[src/verilog/tvt_pkg.sv]
// Purpose: shared constants and types of the threshold value trigger
// Assumes: one data point per instance, 50 MHz ref_clk
// Notes: register indices are word addresses on the plain register port
package tvt_pkg;

	// ------------------------------------------------------------
	// timing
	// ------------------------------------------------------------
	localparam int CLK_HZ = 50_000_000;
	localparam int CALC_PERIOD_MS = 500;
	// calculation cycle in ref_clk periods
	localparam int CALC_CYCLES = CALC_PERIOD_MS * (CLK_HZ / 1000);

	// ------------------------------------------------------------
	// widths
	// ------------------------------------------------------------
	localparam int VAL_W = 16;
	localparam int SUM_W = 24;
	localparam int ADDR_W = 4;
	localparam int DATA_W = 32;
	localparam int EVT_W = 3;

	// ------------------------------------------------------------
	// register map
	// ------------------------------------------------------------
	localparam logic [ADDR_W-1:0] ADDR_CTRL = 4'h0;
	localparam logic [ADDR_W-1:0] ADDR_THRESH = 4'h1;
	localparam logic [ADDR_W-1:0] ADDR_LIMIT = 4'h2;
	localparam logic [ADDR_W-1:0] ADDR_SAVED = 4'h3;
	localparam logic [ADDR_W-1:0] ADDR_SUM = 4'h4;
	localparam logic [ADDR_W-1:0] ADDR_STATUS = 4'h5;
	localparam logic [ADDR_W-1:0] ADDR_MASK = 4'h6;

	// control fields
	localparam int CTRL_W = 8;
	localparam int CTRL_TRIG_EN = 0;
	localparam int CTRL_MEAN_EN = 1;
	localparam int CTRL_KIND_LSB = 2;
	localparam int CTRL_SMOOTH_LSB = 4;
	localparam int CTRL_UNIPOLAR = 6;
	localparam int CTRL_LIMIT_EN = 7;
	localparam int LIMIT_HI_LSB = 16;

	// status and mask bits
	localparam int ST_ABS = 0;
	localparam int ST_INT = 1;
	localparam int ST_RAW = 2;

	// reset values
	localparam logic [CTRL_W-1:0] CTRL_RST = 8'h00;
	localparam logic [VAL_W-1:0] THRESH_RST = 16'h0001;
	localparam logic [VAL_W-1:0] LIMIT_LO_RST = 16'h8000;
	localparam logic [VAL_W-1:0] LIMIT_HI_RST = 16'h7FFF;
	localparam logic [EVT_W-1:0] MASK_RST = 3'h0;

	// smoothing factor k = 1, 4, 32, 64 as right shifts
	localparam logic [2:0] SMOOTH_SH_1 = 3'h0;
	localparam logic [2:0] SMOOTH_SH_4 = 3'h2;
	localparam logic [2:0] SMOOTH_SH_32 = 3'h5;
	localparam logic [2:0] SMOOTH_SH_64 = 3'h6;

	typedef enum logic [1:0] {TVT_KIND_BINARY, TVT_KIND_COUNTER, TVT_KIND_ANALOG, TVT_KIND_SPARE} tvt_kind_e;
	typedef enum logic [1:0] {TVT_MODE_BYPASS, TVT_MODE_ABS, TVT_MODE_INT} tvt_mode_e;

	// evaluation method from the static control word
	function automatic tvt_mode_e tvt_mode_of(input logic [CTRL_W-1:0] ctrl);
		tvt_kind_e kind;
		kind = tvt_kind_e'(ctrl[CTRL_KIND_LSB +: 2]);
		if (!ctrl[CTRL_TRIG_EN])
			tvt_mode_of = TVT_MODE_BYPASS;
		else if (kind == TVT_KIND_ANALOG && !ctrl[CTRL_MEAN_EN])
			tvt_mode_of = TVT_MODE_INT;
		else
			tvt_mode_of = TVT_MODE_ABS;
	endfunction : tvt_mode_of

endpackage : tvt_pkg

[src/verilog/tvt_trigger.sv]
// Purpose: decides when a process value is saved as an event
// Assumes: smp_valid/smp_value come from logic on ref_clk
// Notes: one data point; configuration is static while running
//
// How it works
// - preprocessing runs before the integrative threshold check only
// - binary, counter, mean analog use absolute band
// - plain analog uses integrated deviation
// - band is last saved value plus/minus threshold
// - save on reaching bound, rebuild band
// - integrative compare once per 500 ms cycle
// - sum signed deviations, fire at threshold magnitude
// - no trigger means no preprocessing
// - no trigger passes raw value at once
//
// Decided for this implementation: the strobed register port and the address map.
`timescale 1ns/1ps
module tvt_trigger #(
	parameter int CALC_CYC = tvt_pkg::CALC_CYCLES
) (
	// clock, reset, enable
	input wire logic ref_clk,
	input wire logic rst,
	input wire logic ce,
	// register port
	input wire logic [tvt_pkg::ADDR_W-1:0] addr,
	input wire logic [tvt_pkg::DATA_W-1:0] wr_data,
	input wire logic wr_en,
	input wire logic rd_en,
	output logic [tvt_pkg::DATA_W-1:0] rd_data,
	// process value source
	input wire logic smp_valid,
	input wire logic [tvt_pkg::VAL_W-1:0] smp_value,
	// send buffer
	output logic evt_valid,
	output logic [tvt_pkg::VAL_W-1:0] evt_value,
	// image memory
	output logic img_valid,
	output logic [tvt_pkg::VAL_W-1:0] img_value,
	// interrupt
	output logic irq
);
	import tvt_pkg::*;

	localparam int CNT_W = $clog2(CALC_CYC);

	// ------------------------------------------------------------
	// state
	// ------------------------------------------------------------
	typedef struct packed {
		logic [CTRL_W-1:0] ctrl;
		logic [VAL_W-1:0] thresh;
		logic [VAL_W-1:0] lim_lo;
		logic [VAL_W-1:0] lim_hi;
		logic [EVT_W-1:0] status;
		logic [EVT_W-1:0] mask;
		logic [DATA_W-1:0] rd_data;
		logic [VAL_W-1:0] saved;
		logic have_ref;
		logic [VAL_W-1:0] cur;
		logic cur_ok;
		logic [SUM_W-1:0] sum;
		logic [CNT_W-1:0] tick_cnt;
		logic evt_valid;
		logic [VAL_W-1:0] evt_value;
		logic img_valid;
		logic [VAL_W-1:0] img_value;
		logic irq;
	} tvt_state_s;

	tvt_state_s s_r;
	tvt_state_s s_nxt;
	tvt_mode_e mode;
	logic pp_en;
	logic pp_valid;
	logic [VAL_W-1:0] pp_value;
	logic tick;
	logic abs_hit;
	logic int_hit;
	logic ctrl_wr;
	logic [EVT_W-1:0] ev;
	logic [EVT_W-1:0] w1c;
	logic signed [VAL_W+1:0] band_hi;
	logic signed [VAL_W+1:0] band_lo;
	logic signed [VAL_W+1:0] pp_ext;
	logic signed [SUM_W-1:0] dev;
	logic signed [SUM_W-1:0] sum_add;
	logic signed [SUM_W-1:0] sum_mag;

	// ------------------------------------------------------------
	// preprocessing
	// ------------------------------------------------------------
	// only analog points with a trigger and no mean values are shaped
	assign mode = tvt_mode_of(s_r.ctrl);
	assign pp_en = (mode == TVT_MODE_INT);

	tvt_preproc u_pp (
		.ref_clk(ref_clk),
		.rst(rst),
		.ce(ce),
		.en(pp_en),
		.smooth_sel(s_r.ctrl[CTRL_SMOOTH_LSB +: 2]),
		.unipolar(s_r.ctrl[CTRL_UNIPOLAR]),
		.limit_en(s_r.ctrl[CTRL_LIMIT_EN]),
		.limit_lo(s_r.lim_lo),
		.limit_hi(s_r.lim_hi),
		.in_valid(smp_valid),
		.in_value(smp_value),
		.out_valid(pp_valid),
		.out_value(pp_value)
	);

	// ------------------------------------------------------------
	// arithmetic
	// ------------------------------------------------------------
	// two extra bits keep saved +/- threshold from wrapping
	always_comb begin
		pp_ext = (VAL_W+2)'($signed(pp_value));
		band_hi = (VAL_W+2)'($signed(s_r.saved)) + $signed({2'h0, s_r.thresh});
		band_lo = (VAL_W+2)'($signed(s_r.saved)) - $signed({2'h0, s_r.thresh});
		abs_hit = (pp_ext >= band_hi) || (pp_ext <= band_lo);
		dev = SUM_W'($signed(s_r.cur)) - SUM_W'($signed(s_r.saved));
		sum_add = $signed(s_r.sum) + dev;
		sum_mag = sum_add < 0 ? -sum_add : sum_add;
		int_hit = sum_mag >= $signed({{(SUM_W-VAL_W){1'b0}}, s_r.thresh});
		tick = (s_r.tick_cnt == CNT_W'(CALC_CYC - 1));
		ctrl_wr = wr_en && addr == ADDR_CTRL;
		w1c = (wr_en && addr == ADDR_STATUS) ? wr_data[EVT_W-1:0] : '0;
	end

	// ------------------------------------------------------------
	// next state
	// ------------------------------------------------------------
	always_comb begin
		s_nxt = s_r;
		s_nxt.evt_valid = 1'b0;
		s_nxt.img_valid = 1'b0;
		s_nxt.rd_data = '0;
		ev = '0;

		// free-running calculation tick
		s_nxt.tick_cnt = tick ? '0 : s_r.tick_cnt + 1'b1;

		// register writes
		if (wr_en) begin
			case (addr)
				ADDR_CTRL: s_nxt.ctrl = wr_data[CTRL_W-1:0];
				ADDR_THRESH: s_nxt.thresh = wr_data[VAL_W-1:0];
				ADDR_LIMIT: begin
					s_nxt.lim_lo = wr_data[VAL_W-1:0];
					s_nxt.lim_hi = wr_data[LIMIT_HI_LSB +: VAL_W];
				end
				ADDR_MASK: s_nxt.mask = wr_data[EVT_W-1:0];
				default: ;
			endcase
		end

		// register reads, data in the next cycle only
		if (rd_en) begin
			case (addr)
				ADDR_CTRL: s_nxt.rd_data = DATA_W'(s_r.ctrl);
				ADDR_THRESH: s_nxt.rd_data = DATA_W'(s_r.thresh);
				ADDR_LIMIT: s_nxt.rd_data = {s_r.lim_hi, s_r.lim_lo};
				ADDR_SAVED: s_nxt.rd_data = {{(DATA_W-VAL_W-1){1'b0}}, s_r.have_ref, s_r.saved};
				ADDR_SUM: s_nxt.rd_data = DATA_W'($signed(s_r.sum));
				ADDR_STATUS: s_nxt.rd_data = DATA_W'(s_r.status);
				ADDR_MASK: s_nxt.rd_data = DATA_W'(s_r.mask);
				default: s_nxt.rd_data = '0;
			endcase
		end

		// evaluation per method
		case (mode)
			TVT_MODE_BYPASS: begin
				// raw value straight to the image, no event, no 500 ms wait
				if (smp_valid) begin
					s_nxt.img_valid = 1'b1;
					s_nxt.img_value = smp_value;
					ev[ST_RAW] = 1'b1;
				end
			end
			TVT_MODE_ABS: begin
				// the first value after enabling is the reference
				if (pp_valid && (!s_r.have_ref || abs_hit)) begin
					s_nxt.saved = pp_value;
					s_nxt.have_ref = 1'b1;
					s_nxt.evt_valid = 1'b1;
					s_nxt.evt_value = pp_value;
					s_nxt.img_valid = 1'b1;
					s_nxt.img_value = pp_value;
					ev[ST_ABS] = 1'b1;
				end
			end
			TVT_MODE_INT: begin
				if (pp_valid) begin
					s_nxt.cur = pp_value;
					s_nxt.cur_ok = 1'b1;
				end
				if (pp_valid && !s_r.have_ref) begin
					s_nxt.saved = pp_value;
					s_nxt.have_ref = 1'b1;
					s_nxt.sum = '0;
					s_nxt.evt_valid = 1'b1;
					s_nxt.evt_value = pp_value;
					s_nxt.img_valid = 1'b1;
					s_nxt.img_value = pp_value;
					ev[ST_INT] = 1'b1;
				end else if (tick && s_r.cur_ok && s_r.have_ref) begin
					if (int_hit) begin
						s_nxt.saved = s_r.cur;
						s_nxt.sum = '0;
						s_nxt.evt_valid = 1'b1;
						s_nxt.evt_value = s_r.cur;
						s_nxt.img_valid = 1'b1;
						s_nxt.img_value = s_r.cur;
						ev[ST_INT] = 1'b1;
					end else begin
						s_nxt.sum = sum_add;
					end
				end
			end
			default: ;
		endcase

		// a new method starts from a fresh reference
		if (ctrl_wr) begin
			s_nxt.have_ref = 1'b0;
			s_nxt.cur_ok = 1'b0;
			s_nxt.sum = '0;
		end

		// sticky status: a new event beats a same-cycle clear
		s_nxt.status = (s_r.status & ~w1c) | ev;
		s_nxt.irq = |(s_nxt.status & s_nxt.mask);
	end

	// ------------------------------------------------------------
	// state register
	// ------------------------------------------------------------
	always_ff @(posedge ref_clk or posedge rst) begin
		if (rst) begin
			s_r <= '0;
			s_r.ctrl <= CTRL_RST;
			s_r.thresh <= THRESH_RST;
			s_r.lim_lo <= LIMIT_LO_RST;
			s_r.lim_hi <= LIMIT_HI_RST;
			s_r.mask <= MASK_RST;
		end else if (ce) begin
			s_r <= s_nxt;
		end
	end

	// outputs straight from the state flops
	assign rd_data = s_r.rd_data;
	assign evt_valid = s_r.evt_valid;
	assign evt_value = s_r.evt_value;
	assign img_valid = s_r.img_valid;
	assign img_value = s_r.img_value;
	assign irq = s_r.irq;

	// ------------------------------------------------------------
	// checks
	// ------------------------------------------------------------
	chk_raw_passthrough: assert property (@(posedge ref_clk) disable iff (rst)
		ce && mode == TVT_MODE_BYPASS && smp_valid |=> img_valid && img_value == $past(smp_value))
		else $error("raw value not passed to image");

	chk_bypass_no_event: assert property (@(posedge ref_clk) disable iff (rst)
		ce && mode == TVT_MODE_BYPASS && !ctrl_wr |=> !evt_valid && !$changed(s_r.saved))
		else $error("event or save without trigger");

	chk_pp_first_ref: assert property (@(posedge ref_clk) disable iff (rst)
		ce && mode == TVT_MODE_ABS && pp_valid && !s_r.have_ref && !ctrl_wr
		|=> evt_valid && evt_value == $past(pp_value))
		else $error("reference not taken from preprocessed value");

	chk_abs_band_save: assert property (@(posedge ref_clk) disable iff (rst)
		ce && mode == TVT_MODE_ABS && pp_valid && s_r.have_ref && abs_hit && !ctrl_wr
		|=> evt_valid && s_r.saved == $past(pp_value) && s_r.status[ST_ABS])
		else $error("band bound reached but value not saved");

	chk_abs_band_hold: assert property (@(posedge ref_clk) disable iff (rst)
		ce && mode == TVT_MODE_ABS && s_r.have_ref && !(pp_valid && abs_hit) && !ctrl_wr
		|=> !evt_valid && s_r.saved == $past(s_r.saved))
		else $error("save inside band");

	chk_int_tick_only: assert property (@(posedge ref_clk) disable iff (rst)
		ce && mode == TVT_MODE_INT && s_r.have_ref && !tick && !ctrl_wr |=> !evt_valid ##0 $stable(s_r.sum))
		else $error("integrative step off the calculation tick");

	chk_int_fire_clear: assert property (@(posedge ref_clk) disable iff (rst)
		ce && mode == TVT_MODE_INT && tick && s_r.cur_ok && s_r.have_ref && int_hit && !ctrl_wr
		|=> evt_valid && s_r.sum == '0 && s_r.saved == $past(s_r.cur))
		else $error("integrative fire did not clear and rebase");

	chk_int_accumulate: assert property (@(posedge ref_clk) disable iff (rst)
		ce && mode == TVT_MODE_INT && tick && s_r.cur_ok && s_r.have_ref && !int_hit && !ctrl_wr
		|=> !evt_valid && $signed(s_r.sum) == $past(sum_add))
		else $error("deviation not added to running sum");

	chk_tick_spacing: assert property (@(posedge ref_clk) disable iff (rst)
		ce && tick |=> s_r.tick_cnt == '0 || !$past(ce))
		else $error("calculation counter did not wrap");

	chk_mode_select: assert property (@(posedge ref_clk) disable iff (rst)
		s_r.ctrl[CTRL_TRIG_EN] && (s_r.ctrl[CTRL_MEAN_EN] || s_r.ctrl[CTRL_KIND_LSB +: 2] != 2'h2)
		|-> mode == TVT_MODE_ABS)
		else $error("wrong method for absolute point");

endmodule : tvt_trigger

[src/verilog/tvt_preproc.sv]
// Purpose: analog preprocessing ahead of the threshold check
// Assumes: in_valid is a one-cycle strobe on ref_clk
// Notes: smoothing, unipolar correction and limit clamp; one cycle latency
`timescale 1ns/1ps
module tvt_preproc (
	// clock and reset
	input wire logic ref_clk,
	input wire logic rst,
	input wire logic ce,
	// static configuration
	input wire logic en,
	input wire logic [1:0] smooth_sel,
	input wire logic unipolar,
	input wire logic limit_en,
	input wire logic [tvt_pkg::VAL_W-1:0] limit_lo,
	input wire logic [tvt_pkg::VAL_W-1:0] limit_hi,
	// sample in
	input wire logic in_valid,
	input wire logic [tvt_pkg::VAL_W-1:0] in_value,
	// preprocessed sample out
	output logic out_valid,
	output logic [tvt_pkg::VAL_W-1:0] out_value
);
	import tvt_pkg::*;

	typedef struct packed {
		logic valid;
		logic [VAL_W-1:0] value;
		logic [VAL_W-1:0] smooth;
		logic primed;
	} tvt_pp_s;

	tvt_pp_s s_r;
	tvt_pp_s s_nxt;
	logic [2:0] sh;
	logic signed [VAL_W:0] step;
	logic signed [VAL_W-1:0] y;

	// y = y + (x - y) / k, the usual first-order smoothing
	always_comb begin
		s_nxt = s_r;
		s_nxt.valid = 1'b0;
		case (smooth_sel)
			2'h1: sh = SMOOTH_SH_4;
			2'h2: sh = SMOOTH_SH_32;
			2'h3: sh = SMOOTH_SH_64;
			default: sh = SMOOTH_SH_1;
		endcase
		step = ($signed({in_value[VAL_W-1], in_value}) - $signed({s_r.smooth[VAL_W-1], s_r.smooth})) >>> sh;
		y = $signed(in_value);
		if (en && s_r.primed)
			y = VAL_W'($signed({s_r.smooth[VAL_W-1], s_r.smooth}) + step);
		if (en && unipolar && y < 0)
			y = '0;
		if (en && limit_en && y < $signed(limit_lo))
			y = $signed(limit_lo);
		if (en && limit_en && y > $signed(limit_hi))
			y = $signed(limit_hi);
		if (in_valid) begin
			s_nxt.valid = 1'b1;
			s_nxt.value = y;
			s_nxt.smooth = y;
			s_nxt.primed = en;
		end
	end

	// state register, frozen while ce is low
	always_ff @(posedge ref_clk or posedge rst) begin
		if (rst)
			s_r <= '0;
		else if (ce)
			s_r <= s_nxt;
	end

	assign out_valid = s_r.valid;
	assign out_value = s_r.value;

endmodule : tvt_preproc

[config.mk]
export PLATFORM = sky130hd
export DESIGN_NAME = tvt_trigger
export DESIGN_NICKNAME = d
export VERILOG_FILES = /design/src/verilog/tvt_pkg.sv /design/src/verilog/tvt_trigger.sv /design/src/verilog/tvt_preproc.sv
export SDC_FILE = /design/constraint.sdc
export NUM_CORES = 1
export LEC_CHECK = 0
export BUFFER_PORTS_ARGS = -buffer_cell sky130_fd_sc_hd__buf_2
export CAP_MARGIN = 20
export CORE_MARGIN = 10
export CORE_UTILIZATION = 46
export DETAILED_ROUTE_END_ITERATION = 6
export GPL_TIMING_DRIVEN = 0
export MAX_ROUTING_LAYER = met4
export SYNTH_ARGS = -nofsm -noshare
export SYNTH_HDL_FRONTEND = slang
export SYNTH_SLANG_ARGS = --single-unit
export TNS_END_PERCENT = 20
[constraint.sdc]
create_clock -name ref_clk -period 19.9 [get_ports ref_clk]
set_input_delay 1.99 -clock ref_clk [delete_from_list [all_inputs] [get_ports ref_clk]]
set_output_delay 1.99 -clock ref_clk [all_outputs]
set_load 0.01 [all_outputs]
After elaboration in Yosys (flattened, before gate mapping)
Cells that the tools add are included.
- $add $sub $neg: 8
- $lt $le $gt $ge: 7
- equal/unequal tests: 19
- shifts and indexed selects: 1
- multiplexer cells: 43
- bitwise logic cells: 4
- reductions and logical operators: 36
- operators by type and width (kind ; count):
    one-hot mux 32 bit (7 select lines) ; 1
    two-way mux 34 bit ; 5
    two-way mux 16 bit ; 7
    two-way mux 24 bit ; 4
    two-way mux 25 bit ; 3
    one-hot mux 17 bit (2 select lines) ; 2
    one-hot mux 17 bit (3 select lines) ; 1
    two-way mux 17 bit ; 2
    subtractor 16 x 16 -> 17 bit ; 2
    two-way mux 32 bit ; 1
    adder 25 x 1 -> 25 bit, second input constant ; 1
    == test 25 bit, second input constant ; 1
    adder 24 x 17 -> 24 bit ; 1
    >= comparator 24 x 17 -> 1 bit ; 1
    < comparator 24 x 1 -> 1 bit, second input constant ; 1
    negator 24 bit ; 1
    adder 16 x 17 -> 18 bit ; 1
    >= comparator 16 x 18 -> 1 bit ; 1
    less-or-equal comparator 16 x 18 -> 1 bit ; 1
    AND reduction 3 bit ; 6
    subtractor 16 x 17 -> 18 bit ; 1
    >>> shifter 17 x 3 -> 16 bit ; 1
    adder 16 bit ; 1
    greater-than comparator 16 bit ; 1
    28 further kinds ; 71
- register bits: 230
- input bits: 58
- output and inout port bits: 67
- word-level logic and storage cells: 139

Longest topological paths before layout
Gate-level depths: netlist of the first run.
- word-level depth: 17
- mapped depth: 53
- mapped depth without buffers: 50

Cells and area by module
Synthesis of the first run repeated with hierarchy kept, for this count alone.
- cell total of the unflattened synthesis: 2279
- area total of the unflattened synthesis: 19801.5 um^2
- modules (own cells, without submodules) (module ; instances ; cells an instance ; area an instance (um^2) ; sequential area each (um^2)):
    tvt_trigger ; 1 ; 1707 ; 15707.6 ; 5326.4
    tvt_preproc ; 1 ; 572 ; 4093.9 ; 450.4

Least setup slack after synthesis of the first run
No wires, ideal clock.
- path kind: in2reg
- start: input smp_value[0] (netlist name)
- end: register u_pp.s_r (netlist bit u_pp.out_value[0])
- setup time: 0.140 ns
- arrival time: 11.697 ns
- required time: 19.760 ns
- path slack: 8.064 ns
- stages on the path: 49
- buffers on the path: 3
- cell sequence: inv_1 ha_1 fa_1 nand2b_1 a21boi_0 o21ai_0 a211oi_1 o21a_1 nor2_1 o21bai_1 a21o_1 and2_1 nor2_1 mux4_2 ha_1 nand4_1 o41ai_1 nand2_1 (+13 left out) o211ai_1 a41oi_1 nor2_1 clkbuf_1 mux2_2 ha_1 nor2b_1 o21a_1 o21a_1 o21a_1 o21a_1 o21ai_0 a21oi_1 or3_1 o211ai_1 nor3b_1 clkbuf_1 a22oi_1
- word-level cells in the longest chain between the ends: 13
- RTL lines (element ; RTL line ; RTL):
    start, declared ; tvt_trigger.sv:33 ; input wire logic [tvt_pkg::VAL_W-1:0] smp_value,
    subtractor 16 x 16 -> 17 bit ; tvt_preproc.sv:49 ; step = ($signed({in_value[VAL_W-1], in_value}) - $signed({s_r.smooth[VAL_W-1], s_r.smooth})) >>> sh;
    >>> shifter 17 x 3 -> 16 bit ; tvt_preproc.sv:49 ;
    adder 16 bit ; tvt_preproc.sv:52 ; y = VAL_W'($signed({s_r.smooth[VAL_W-1], s_r.smooth}) + step);
    two-way mux 16 bit (*) ; tvt_preproc.sv:51 ; if (en && s_r.primed)
    < comparator 16 x 1 -> 1 bit ; tvt_preproc.sv:53 ; if (en && unipolar && y < 0)
    logical AND 1 bit ; tvt_preproc.sv:53 ;
    two-way mux 16 bit (*) ; tvt_preproc.sv:53 ;
    < comparator 16 bit ; tvt_preproc.sv:55 ; if (en && limit_en && y < $signed(limit_lo))
    logical AND 1 bit ; tvt_preproc.sv:55 ;
    two-way mux 16 bit (*) ; tvt_preproc.sv:55 ;
    greater-than comparator 16 bit ; tvt_preproc.sv:57 ; if (en && limit_en && y > $signed(limit_hi))
    logical AND 1 bit ; tvt_preproc.sv:57 ;
    two-way mux 16 bit (*) ; tvt_preproc.sv:57 ;
    end signal, assigned ; tvt_preproc.sv:72 ; s_r <= s_nxt;
    end, declared ; tvt_preproc.sv:33 ; tvt_pp_s s_r;
Every way passes the cells marked *; elsewhere a longest branch is shown, timed or not.
A chain may end at the register's enable or synchronous reset.

Final worst setup path of the first run
- start: input smp_value[0] (netlist name)
- end: register u_pp.s_r (netlist bit u_pp.out_value[4])
The elaborated chain is that of the path after synthesis.

==> run_results.csv, run 1 <==
group,metric,value,unit
yosys,postSynth.asyncResetShare,100,%
power_and_ir_drop,p_total,3.66,mW
critical_path,endpoint,"u_pp.out_value[4]",
yosys,syn-num-nets,2546,
yosys,synth_ff_type,"sky130_fd_sc_hd__dfrtp_1",
yosys,ys_top_cells_by_count,"sky130_fd_sc_hd__inv_1 (234), sky130_fd_sc_hd__dfrtp_1 (213), sky130_fd_sc_hd__nand2_1 (201)",
critical_path,timing_worst_setup_path_type,"input pin to flop",
yosys,synth_enable_flop_cells,0,
place,dpl-instance-area,20900,µm²
sta,period_needed,14.14,ns
place,dpl.hpwl,55.6,mm
sta,hold_viol_final,0,
global_routing,globalRouteOverflowTotal,0,
yosys,number_of_synthesized_register_bits,230,
clock_tree,tritoncts.num_buffers,28,
power_and_ir_drop,p_leak,10.2,nW
global_routing,gr-usage-all-layers,27.4,%
floorplan,floorplan.core_area,41900,µm²
critical_path,worst-path-max-fanout,10,
sta,fmax,70.7,MHz
clock_tree,clkLatencyLatePin,0.59,ns
sta,fin_skew,0.0324,ns
route,drcViolationCount,1,
sta,tightest_slew,1.05,ns
critical_path,required,20.35,ns
yosys,yosysWarningCount,0,
outcome,violated_checks,"DRC",
route,viasPerCell,5.96,
yosys,synth_area_leaders,"sky130_fd_sc_hd__dfrtp_1 (27%), sky130_fd_sc_hd__ha_1 (11%), sky130_fd_sc_hd__a21oi_1 (4.5%)",
yosys,yosysMostFrequentCell,"sky130_fd_sc_hd__inv_1",
yosys,area_share_of_the_leading_cell_type_in_the_synthesized_netlist,27.3,%
floorplan,site_rows,75,
floorplan,io-pin-count,125,
yosys,ys_types,87,
global_routing,via_count_of_the_first_global_routing_pass,17400,
place,count_of_input_and_output_buffers,123,
layout,layout.nets,2703,
clock_tree,tritoncts,"built",
yosys,syn-instance-count,2287,
critical_path,start_kind,"input pin",
floorplan,start_util,46.5,%
global_routing,grt_start_max_net_pins,101,
sta,timing.final.setup_violations,0,
critical_path,count_of_cells_along_the_worst_register_to_register_path,49,
layout,layout-area-overhead-vs-synth,11.8,%
yosys,post_synth.cell_area_avg,8.53,µm²
route,drt-initial-drc-count,1768,
sta,finalCritPeriodShare,71.1,%
clock_tree,post_cts_resized,0,
critical_path,timing.critical_path.to_type,"flop",
clock_tree,worst_setup_hold_path_clk_slew,0.06,ns
route,drt_first_pass_iters,7,
clock_tree,postCtsHoldBufs,0,
yosys,netlist_area,19500,µm²
critical_path,reg2reg_setup_slack,6.85,ns
layout,multi_input_area,12000,µm²
route,route.vias.total,17900,
clock_tree,cts_max_path_buffers,3,
yosys,synth.yosys.seq_area_share,29.6,%
clock_tree,cts_htree_levels,1,
layout,post_route_cells_drive_above_1_share,13.7,%
critical_path,regToRegStartpoint,"u_pp.out_value[0]",
flow_run,cap_violations,0,
layout,fillCellCount,4043,
route,drt-wirelength-per-cell,22.9,µm
layout,area_occupied_by_registers,5780,µm²
floorplan,dieArea,51100,µm²
yosys,post-synth-top-area-cell,"sky130_fd_sc_hd__dfrtp_1",
power_and_ir_drop,p_per_area,168,nW/µm²
floorplan,die_x,226,µm
place,gp_congestion,0.974,
clock_tree,cts_root_buf,"sky130_fd_sc_hd__clkbuf_16",
sta,grt_setup_unrepaired,"no",
global_routing,grt_antenna_before_repair,1,
clock_tree,cts_setup_buffers,0,
floorplan,die_h,226,µm
sta,worst_slew_margin_rel,29.8,%
route,postRouteWirelength,68.9,mm
sta,totalNegativeSetupSlack,0,ns
critical_path,worst-endpoint-arrival,14.59,ns
outcome,outcome,"finished, violations left",
layout,design_area,21800,µm²
sta,timing_max_transition_violations_final,0,
clock_tree,clock-sinks,230,
critical_path,max_stage_delay,0.60,ns
critical_path,r2r-end,"u_pp.out_value[4]",
route,drtAntennaViolNets,0,
min_path,holdCritPathClass,"flop to flop",
critical_path,timing.critical_path.slowest_stage_cell,"sky130_fd_sc_hd__o41ai_1",
power_and_ir_drop,vdd_ir_drop_max,0.0000986,V
critical_path,crit_path_start,"smp_value[0]",
global_routing,first_pass_grt_wire_length,105,mm
==> registers in the layout, indices dropped and copies added, names as in the netlist <==
name / flops
img_valid: 1
evt_value: 16
evt_valid: 1
rd_data: 32
u_pp.s_r: 1
u_pp.out_value: 16
s_r: 145
u_pp.out_valid: 1
irq: 1
img_value: 16
==> per-layer routing <==
metal / global-route usage, % / vias to the layer above / wire length (µm)
li1: - / 8365 / -
met1: 36.5 / 8816 / 30600
met2: 44.1 / 636 / 32200
met3: 2.45 / 116 / 4210
met4: 7.12 / 0 / 1840
met5: - / - / 0
==> worst min-delay path by stage <==
| stage | from | to | slack (ns) | depth (start not counted) |
|---|---|---|---|---|
| after floorplan | s_r[58] | s_r[58] | 0.44 | 1 |
| after global placement | evt_valid | evt_valid | 0.46 | 1 |
| after detailed placement | evt_valid | evt_valid | 0.47 | 1 |
| after CTS | evt_valid | evt_valid | 0.49 | 1 |
| after global routing | s_r[58] | s_r[58] | 0.50 | 1 |
| final | evt_valid | evt_valid | 0.49 | 1 |
==> metrics by stage <==
step	utilization (%)	worst slack, ns	std cells	hold slack (ns)
after global routing	52.0	4.68	3006	0.495
after CTS	52.0	5.97	3005	0.485
after global placement	49.6	5.48	2949	0.461
final	52.0	5.76	3007	0.486
after floorplan	-	8.06	2287	0.445
after detailed placement	49.8	5.36	2953	0.472
==> placed cells by master, fill, tap and decap left out, types with 11 or more instances in the layout <==
| cell | synthesis | final |
|---|---|---|
| sky130_fd_sc_hd__a22o_1 | 21 | 21 |
| sky130_fd_sc_hd__fa_1 | 27 | 27 |
| sky130_fd_sc_hd__nand4_1 | 25 | 25 |
| sky130_fd_sc_hd__clkbuf_16 | 0 | 28 |
| sky130_fd_sc_hd__nor3_1 | 36 | 36 |
| sky130_fd_sc_hd__o21ai_0 | 167 | 167 |
| sky130_fd_sc_hd__nor2_1 | 120 | 120 |
| sky130_fd_sc_hd__and3_1 | 15 | 15 |
| sky130_fd_sc_hd__nor2b_1 | 18 | 18 |
| sky130_fd_sc_hd__a211oi_1 | 18 | 18 |
| sky130_fd_sc_hd__buf_2 | 8 | 132 |
| sky130_fd_sc_hd__buf_4 | 64 | 64 |
| sky130_fd_sc_hd__ha_1 | 174 | 174 |
| sky130_fd_sc_hd__dfrtp_1 | 213 | 213 |
| sky130_fd_sc_hd__nand2_1 | 201 | 201 |
| sky130_fd_sc_hd__mux2i_1 | 50 | 50 |
| sky130_fd_sc_hd__a21o_1 | 47 | 47 |
| sky130_fd_sc_hd__xor2_1 | 21 | 21 |
| sky130_fd_sc_hd__a22oi_1 | 34 | 34 |
| sky130_fd_sc_hd__and2_1 | 29 | 29 |
| sky130_fd_sc_hd__a21oi_1 | 177 | 177 |
| sky130_fd_sc_hd__o211ai_1 | 13 | 13 |
| sky130_fd_sc_hd__clkbuf_1 | 82 | 89 |
| sky130_fd_sc_hd__nand2b_1 | 17 | 17 |
| sky130_fd_sc_hd__a21boi_0 | 11 | 11 |
| sky130_fd_sc_hd__o2bb2ai_1 | 33 | 33 |
| sky130_fd_sc_hd__dfstp_2 | 17 | 17 |
| sky130_fd_sc_hd__nand3_1 | 42 | 42 |
| sky130_fd_sc_hd__o31ai_1 | 24 | 24 |
| sky130_fd_sc_hd__and4_1 | 19 | 19 |
| sky130_fd_sc_hd__or3_1 | 13 | 13 |
| sky130_fd_sc_hd__mux2_2 | 42 | 42 |
| sky130_fd_sc_hd__o21a_1 | 38 | 38 |
| sky130_fd_sc_hd__inv_1 | 234 | 233 |
| sky130_fd_sc_hd__xnor2_1 | 74 | 74 |
==> worst max-delay path, delay by kind of cell <==
| kind | cells | cell delay, ns |
|---|---|---|
| AND/OR/NAND/NOR | 13 | 2.37 |
| adder cells (fa/ha/maj) | 5 | 1.65 |
| XOR/XNOR | 2 | 0.58 |
| AO/OA/AOI/OAI | 24 | 5.67 |
| multiplexers | 2 | 0.87 |
| buffers and inverters | 5 | 1.44 |
==> final cells by class <==
type,instances,area share (%)
clock buffer,39,3.58
clock inverter,13,0.671
tap,539,3.09
antenna,2,0.0229
buffer,165,4.05
inverter,236,4.09
multi-input combinational,1656,54.9
sequential,230,26.5
timing repair buffer,127,3.15
==> power breakdown <==
| part | switching, mW | leakage [nW] | total (mW) | internal [mW] |
|---|---|---|---|---|
| Sequential | 0.156 | 2.95 | 0.727 | 0.571 |
| Clock | 0.219 | 0.447 | 0.520 | 0.301 |
| Combinational | 1.42 | 6.82 | 2.42 | 1.00 |
| Total | 1.79 | 10.2 | 3.66 | 1.87 |
==> logic make-up after synthesis <==
family	share of synthesized area, %
XOR/XNOR	4.26
AO/OA/AOI/OAI	22.6
AND/OR/NAND/NOR	14.6
flip-flops	29.6
buffers and inverters	9.07
adder cells (fa/ha/maj)	13.9
multiplexers	5.97
Power figures use the tool's default switching activity.
==> run 2, diff against run 1 <==
--- a/config.mk
+++ b/config.mk
@@ -5,6 +5,7 @@
 export SDC_FILE = /design/constraint.sdc
 export NUM_CORES = 1
 export LEC_CHECK = 0
+export ABC_AREA = 1
 export BUFFER_PORTS_ARGS = -buffer_cell sky130_fd_sc_hd__buf_2
 export CAP_MARGIN = 20
 export CORE_MARGIN = 10
==> constraint.sdc (replaced) <==
create_clock -name ref_clk -period 13.4 [get_ports ref_clk]
set_input_delay 1.34 -clock ref_clk [delete_from_list [all_inputs] [get_ports ref_clk]]
set_output_delay 1.34 -clock ref_clk [all_outputs]
set_load 0.01 [all_outputs]
==> run 2 against run 1 <==
The run now ends clean. Setup slack got worse by 1.9 ns. Critical path depth rose by 5. Die area rose by 0.15%. Hold slack got worse by 0.014 ns. Utilization barely moved. Global-route usage rose by 0.36 points. Synthesized cell count rose by 19%. Final area barely moved. Sequential share of layout area barely moved. Critical path type unchanged.
==> run_results.csv, run 2 <==
group,metric,value,unit
floorplan,io-pin-count,125,
critical_path,count_of_cells_along_the_worst_register_to_register_path,55,
critical_path,worst-endpoint-arrival,10.03,ns
layout,final_common_cell,"sky130_fd_sc_hd__nand2_1",
layout,post_route_cells_drive_above_1_share,10.9,%
sta,tightest_slew,0.891,ns
sta,period_needed,9.59,ns
critical_path,path_common_cell,"sky130_fd_sc_hd__nand2_1",
floorplan,start_util,46.6,%
layout,most_frequent_cells_in_the_layout,"sky130_fd_sc_hd__nand2_1 (648), sky130_fd_sc_hd__inv_1 (425), sky130_fd_sc_hd__o21ai_0 (218)",
clock_tree,post_cts_resized,0,
global_routing,globalRouteOverflowTotal,0,
floorplan,site_rows,75,
clock_tree,cts_htree_levels,1,
min_path,holdCritPathClass,"flop to flop",
layout,antenna_cells_inserted,0,
yosys,synth_ff_type,"sky130_fd_sc_hd__dfrtp_1",
layout,largest_reg_flops,145,
sta,hold_viol_final,0,
min_path,whs_path_depth,2,
sta,fin_skew,0.0233,ns
outcome,outcome,"complete, no violations",
critical_path,timing.critical_path.to_type,"flop",
critical_path,required,13.84,ns
flow_run,cap_violations,0,
yosys,synth_enable_flop_cells,0,
sta,timing_max_transition_violations_final,0,
route,postRouteWirelength,69.6,mm
yosys,post-synth-top-area-cell,"sky130_fd_sc_hd__dfrtp_1",
global_routing,first_pass_grt_wire_length,106,mm
clock_tree,cts_max_path_buffers,3,
power_and_ir_drop,vdd_ir_drop_max,0.000236,V
layout,layout-area-overhead-vs-synth,11.7,%
route,drcViolationCount,0,
power_and_ir_drop,p_leak,11.8,nW
clock_tree,postCtsHoldBufs,0,
yosys,syn-num-nets,2985,
global_routing,gr-usage-all-layers,27.8,%
global_routing,grt_start_max_net_pins,120,
sta,totalNegativeSetupSlack,0,ns
global_routing,grt_antenna_before_repair,0,
power_and_ir_drop,p_per_area,256,nW/µm²
floorplan,die_x,226,µm
layout,layout.nets,3140,
floorplan,die_h,226,µm
floorplan,floorplan.core_area,41900,µm²
yosys,syn-instance-count,2726,
sta,fin_hold_ws,0.472,ns
yosys,ys_types,62,
yosys,yosysWarningCount,0,
route,met2_wirelength,30.6,mm
clock_tree,clock-sinks,230,
route,route.vias.total,18700,
global_routing,via_count_of_the_first_global_routing_pass,18200,
critical_path,crit_family,"simple AND/OR/NAND/NOR gates",
yosys,synth_area_leaders,"sky130_fd_sc_hd__dfrtp_1 (27%), sky130_fd_sc_hd__nand2_1 (12%), sky130_fd_sc_hd__ha_1 (11%)",
route,detailroute.wirelength.met3,4.62,mm
sta,worst_slew_margin_rel,40.6,%
yosys,number_of_synthesized_register_bits,230,
critical_path,path_depth,56,
clock_tree,cts_setup_buffers,0,
route,wl_met1,32.0,mm
layout,layoutNonFillerInstCount,3442,
clock_tree,tritoncts.num_buffers,28,
critical_path,start_kind,"input pin",
clock_tree,cts_root_buf,"sky130_fd_sc_hd__clkbuf_16",
place,dp.cells,3390,
sta,timing.final.setup_violations,0,
sta,grt_setup_unrepaired,"no",
clock_tree,tritoncts,"built",
clock_tree,worst_setup_hold_path_clk_slew,0.06,ns
route,top_signal_layer_used,"met4",
place,count_of_input_and_output_buffers,124,
layout,registers.top_by_ff_count,"s_r",
route,drt-wirelength-per-cell,20.2,µm
yosys,netlist_area,19600,µm²
critical_path,worst-path-max-fanout,10,
sta,fmax,104,MHz
layout,fillCellCount,4206,
yosys,ys_top_cells_by_count,"sky130_fd_sc_hd__nand2_1 (648), sky130_fd_sc_hd__inv_1 (426), sky130_fd_sc_hd__o21ai_0 (218)",
route,drtAntennaViolNets,0,
route,viasPerCell,5.43,
floorplan,dieArea,51100,µm²
critical_path,max_stage_delay,0.54,ns
place,dpl.hpwl,57.2,mm
route,drt_first_pass_iters,5,
critical_path,timing.critical_path.slowest_stage_cell,"sky130_fd_sc_hd__a2111oi_0",
critical_path,critical_path_buf_inv_count,8,
yosys,post_synth.cell_area_avg,7.17,µm²
yosys,yosysMostFrequentCell,"sky130_fd_sc_hd__nand2_1",
clock_tree,clkLatencyLatePin,0.57,ns
place,gp_congestion,0.946,
critical_path,timing_worst_setup_path_type,"input pin to flop",
yosys,postSynth.asyncResetShare,100,%
route,drt-initial-drc-count,1630,
yosys,synth.yosys.seq_area_share,29.5,%
yosys,area_share_of_the_leading_cell_type_in_the_synthesized_netlist,27.3,%
sta,finalCritPeriodShare,71.6,%
run 2: area by class of cell:
| type | count | area, µm² | share of cell area (%) |
|---|---|---|---|
| multi-input combinational | 1918 | 11300 | 51.7 |
| sequential | 230 | 5780 | 26.5 |
| inverter | 439 | 1660 | 7.58 |
| buffer | 139 | 842 | 3.86 |
| clock buffer | 42 | 825 | 3.78 |
| tap | 539 | 674 | 3.09 |
| timing repair buffer | 125 | 648 | 2.97 |
| clock inverter | 10 | 134 | 0.613 |
run 2: routing by layer:
layer / vias to the layer above / track usage (%)
li1: 9137 / -
met3: 134 / 3.81
met4: 0 / 8.96
met2: 625 / 42.6
met5: - / -
met1: 8790 / 37.3
run 2: kinds of logic after synthesis:
group	after synthesis	share of synthesized area, %
AOI/OAI and AO/OA	500	14.8
and+or+nand+nor	1124	24.8
xor gates and xnor gates	93	4.30
buffers and inverters	578	12.7
adders and majority gates	201	13.9
DFF	230	29.5
run 2: power by group:
group / internal [mW] / switching, mW / total (mW)
Combinational: 1.35 / 2.42 / 3.76
Sequential: 0.847 / 0.192 / 1.04
Clock: 0.481 / 0.316 / 0.797
Total: 2.67 / 2.93 / 5.60
run 2: final timing paths:
path | from | slack [ns] | endpoint
max | smp_value[0] | 3.81 | u_pp.out_value[0]
min | evt_valid | 0.47 | evt_valid
max reg2reg | u_pp.out_value[6] | 4.00 | u_pp.out_value[0]
max in group asynchronous | rst | 11.35 | s_r[75]
min reg2reg | evt_valid | 0.47 | evt_valid
min in group asynchronous | rst | 0.89 | img_value[10]
run 2: metrics by stage:
stage / utilization, % / setup slack, ns / total power, mW / cell area [µm²]
after floorplan: - / 5.09 / 3.74 / 19600
after global placement: 49.7 / 2.87 / 4.69 / 20800
after detailed placement: 49.8 / 3.40 / 4.74 / 20900
after CTS: 52.1 / 3.94 / 5.57 / 21800
after global routing: 52.1 / 2.82 / 6.15 / 21800
final: 52.1 / 3.81 / 5.60 / 21800
run 2: worst register-to-register path, delay by kind of cell, from the launching register on:
| family | cells | cell delay [ns] |
|---|---|---|
| flops | 1 | 0.63 |
| xor+xnor | 2 | 0.45 |
| simple gates | 28 | 3.00 |
| buf+inv | 8 | 1.20 |
| fa+ha+maj | 4 | 1.35 |
| compound gates | 13 | 2.64 |
==> run 3, diff against run 2 <==
==> constraint.sdc (replaced) <==
create_clock -name ref_clk -period 10.03 [get_ports ref_clk]
set_input_delay 1.003 -clock ref_clk [delete_from_list [all_inputs] [get_ports ref_clk]]
set_output_delay 1.003 -clock ref_clk [all_outputs]
set_load 0.01 [all_outputs]
==> run 3 against run 2 <==
Cell count did not move. Die area did not move. Sequential share of layout area barely moved. Utilization barely moved. Count of clock-buffer cells in the layout did not move. Combinational power rose by 34%. Register-to-register slack got worse by 3.1 ns. Clock power rose by 34%. Global-route usage did not move. Final area barely moved. Hold slack did not move. Clock skew rose by 0.00070 ns. Critical endpoint unchanged. Largest cell class unchanged. Largest power group unchanged.
==> run_results.csv, run 3 (synthesis gave the netlist of run 2 again) <==
group,metric,value,unit
clock_tree,tritoncts,"built",
floorplan,floorplan.core_area,41900,µm²
global_routing,first_pass_grt_wire_length,106,mm
power_and_ir_drop,power.switching,3.91,mW
sta,timing_max_transition_violations_final,0,
flow_run,cap_violations,0,
floorplan,die_h,226,µm
route,postRouteWirelength,69.6,mm
route,drcViolationCount,0,
layout,postLayoutCoreUtil,52.1,%
clock_tree,cts_max_path_buffers,3,
clock_tree,clkLatencyLatePin,0.57,ns
sta,hold_viol_final,0,
critical_path,timing.critical_path.slowest_stage_cell,"sky130_fd_sc_hd__dfrtp_1",
route,drt_first_pass_iters,5,
clock_tree,cts_root_buf,"sky130_fd_sc_hd__clkbuf_16",
power_and_ir_drop,vdd_ir_drop_max,0.000316,V
sta,tightest_slew,0.885,ns
global_routing,grt_start_max_net_pins,120,
clock_tree,cts_htree_levels,1,
sta,worst_slew_margin_rel,41.0,%
route,drt-initial-drc-count,1628,
sta,grt_setup_unrepaired,"no",
critical_path,worst-path-max-fanout,10,
sta,timing.final.setup_violations,0,
global_routing,grt_antenna_before_repair,0,
layout,design_area,21800,µm²
power_and_ir_drop,power.share.sequential,18.5,%
critical_path,required,10.47,ns
floorplan,io-pin-count,125,
global_routing,via_count_of_the_first_global_routing_pass,18200,
sta,period_needed,9.11,ns
layout,registers.top_by_ff_count,"s_r",
place,dpl.hpwl,57.2,mm
route,drtAntennaViolNets,0,
critical_path,start_kind,"flop",
place,dpl-instance-area,20900,µm²
power_and_ir_drop,cellInternalPower,3.57,mW
critical_path,timing_worst_setup_path_type,"flop to flop",
min_path,holdCritPathClass,"flop to flop",
layout,most_frequent_cells_in_the_layout,"sky130_fd_sc_hd__nand2_1 (648), sky130_fd_sc_hd__inv_1 (425), sky130_fd_sc_hd__o21ai_0 (218)",
place,count_of_input_and_output_buffers,124,
sta,totalNegativeSetupSlack,0,ns
power_and_ir_drop,clock_power_share,14.2,%
critical_path,path_common_cell,"sky130_fd_sc_hd__nand2_1",
place,gp_congestion,0.946,
layout,layoutNonFillerInstCount,3442,
layout,final_common_cell,"sky130_fd_sc_hd__nand2_1",
place,dp.cells,3390,
layout,layout.nets,3140,
critical_path,timing.critical_path.to_type,"flop",
layout,largest_reg_flops,145,
route,viasPerCell,5.43,
clock_tree,clock-sinks,230,
critical_path,max_stage_delay,0.63,ns
layout,fillCellCount,4205,
route,drt-wirelength-per-cell,20.2,µm
clock_tree,worst_setup_hold_path_clk_slew,0.06,ns
global_routing,gr-usage-all-layers,27.8,%
critical_path,worst-endpoint-arrival,9.55,ns
power_and_ir_drop,p_per_area,343,nW/µm²
route,route.vias.total,18700,
clock_tree,tritoncts.num_buffers,28,
floorplan,die_x,226,µm
sta,fin_skew,0.0240,ns
layout,layout-area-overhead-vs-synth,11.7,%
layout,post_route_cells_drive_above_1_share,10.9,%
floorplan,start_util,46.6,%
sta,finalCritPeriodShare,90.8,%
outcome,outcome,"complete, no violations",
clock_tree,postCtsHoldBufs,0,
layout,antenna_cells_inserted,0,
global_routing,globalRouteOverflowTotal,0,
floorplan,dieArea,51100,µm²
power_and_ir_drop,netSwitchingFraction,52.3,%
sta,fmax,110,MHz
power_and_ir_drop,p_leak,11.8,nW
floorplan,site_rows,75,
power_and_ir_drop,power.combinational.fraction,67.2,%
## run 3: cell counts in the layout (fill, tap and decap cells not counted)
No cell type changed its count.
## run 3: final timing paths
check	from	endpoint	slack [ns]	depth (start not counted)
max in group asynchronous	rst	s_r[75]	8.31	3
worst min register to register	evt_valid	evt_valid	0.47	2
worst min-delay path	evt_valid	evt_valid	0.47	2
min in group asynchronous	rst	img_value[10]	0.55	2
worst max register to register	u_pp.out_value[6]	u_pp.out_value[0]	0.92	55
worst max-delay path	u_pp.out_value[6]	u_pp.out_value[0]	0.92	55
## run 3: area by class of cell
class                   instances  area, µm²  share of cell area, %
well taps                     539        674                   3.09
clock buffers                  42        825                   3.77
inverters                     439       1660                   7.58
flip-flops and latches        230       5780                   26.4
plain buffers                 139        842                   3.85
clock inverters                10        134                  0.613
multi-input cells            1918      11300                   51.7
repair buffers                125        648                   2.97
## run 3: what timing repair did
action / in CTS / in global routing
resized for setup: 0 / 2
hold endpoints to repair: 0 / 0
setup buffers: 0 / 0
setup endpoints to repair: 0 / 16
## run 3: power by group through the flow
stage / sequential [mW] / clock, mW / combinational, mW
after detailed placement: 1.39 / 0 / 4.94
after global placement: 1.39 / 0 / 4.87
after CTS: 1.38 / 1.08 / 4.99
after global routing: 1.41 / 1.11 / 5.70
final: 1.39 / 1.07 / 5.03
after floorplan: 1.28 / 0 / 3.72
## run 3: stage by stage
step                setup slack (ns)  hold WS (ns)  power (mW)
detailed placement             0.370         0.460        6.34
global route                  0.0493         0.506        8.22
finish                         0.919         0.472        7.48
global placement              -0.166         0.461        6.26
CTS                            0.791         0.476        7.45
floorplan                       2.06         0.451        5.00
## run 3: per-layer routing
layer	global-route usage, %	up-vias	routed length, µm
met4	8.96	0	2360
li1	-	9134	-
met3	3.81	138	4660
met1	37.3	8783	32000
met5	-	-	0
met2	42.6	635	30600
## run 3: worst max-delay path, delay by kind of cell, from the launching register on
kind                     cells  cell delay, ns
AND/OR/NAND/NOR             28            2.96
AO/OA/AOI/OAI               13            2.41
adder cells (fa/ha/maj)      4            1.35
buffers and inverters        8            1.20
flip-flops                   1            0.63
XOR/XNOR                     2            0.45
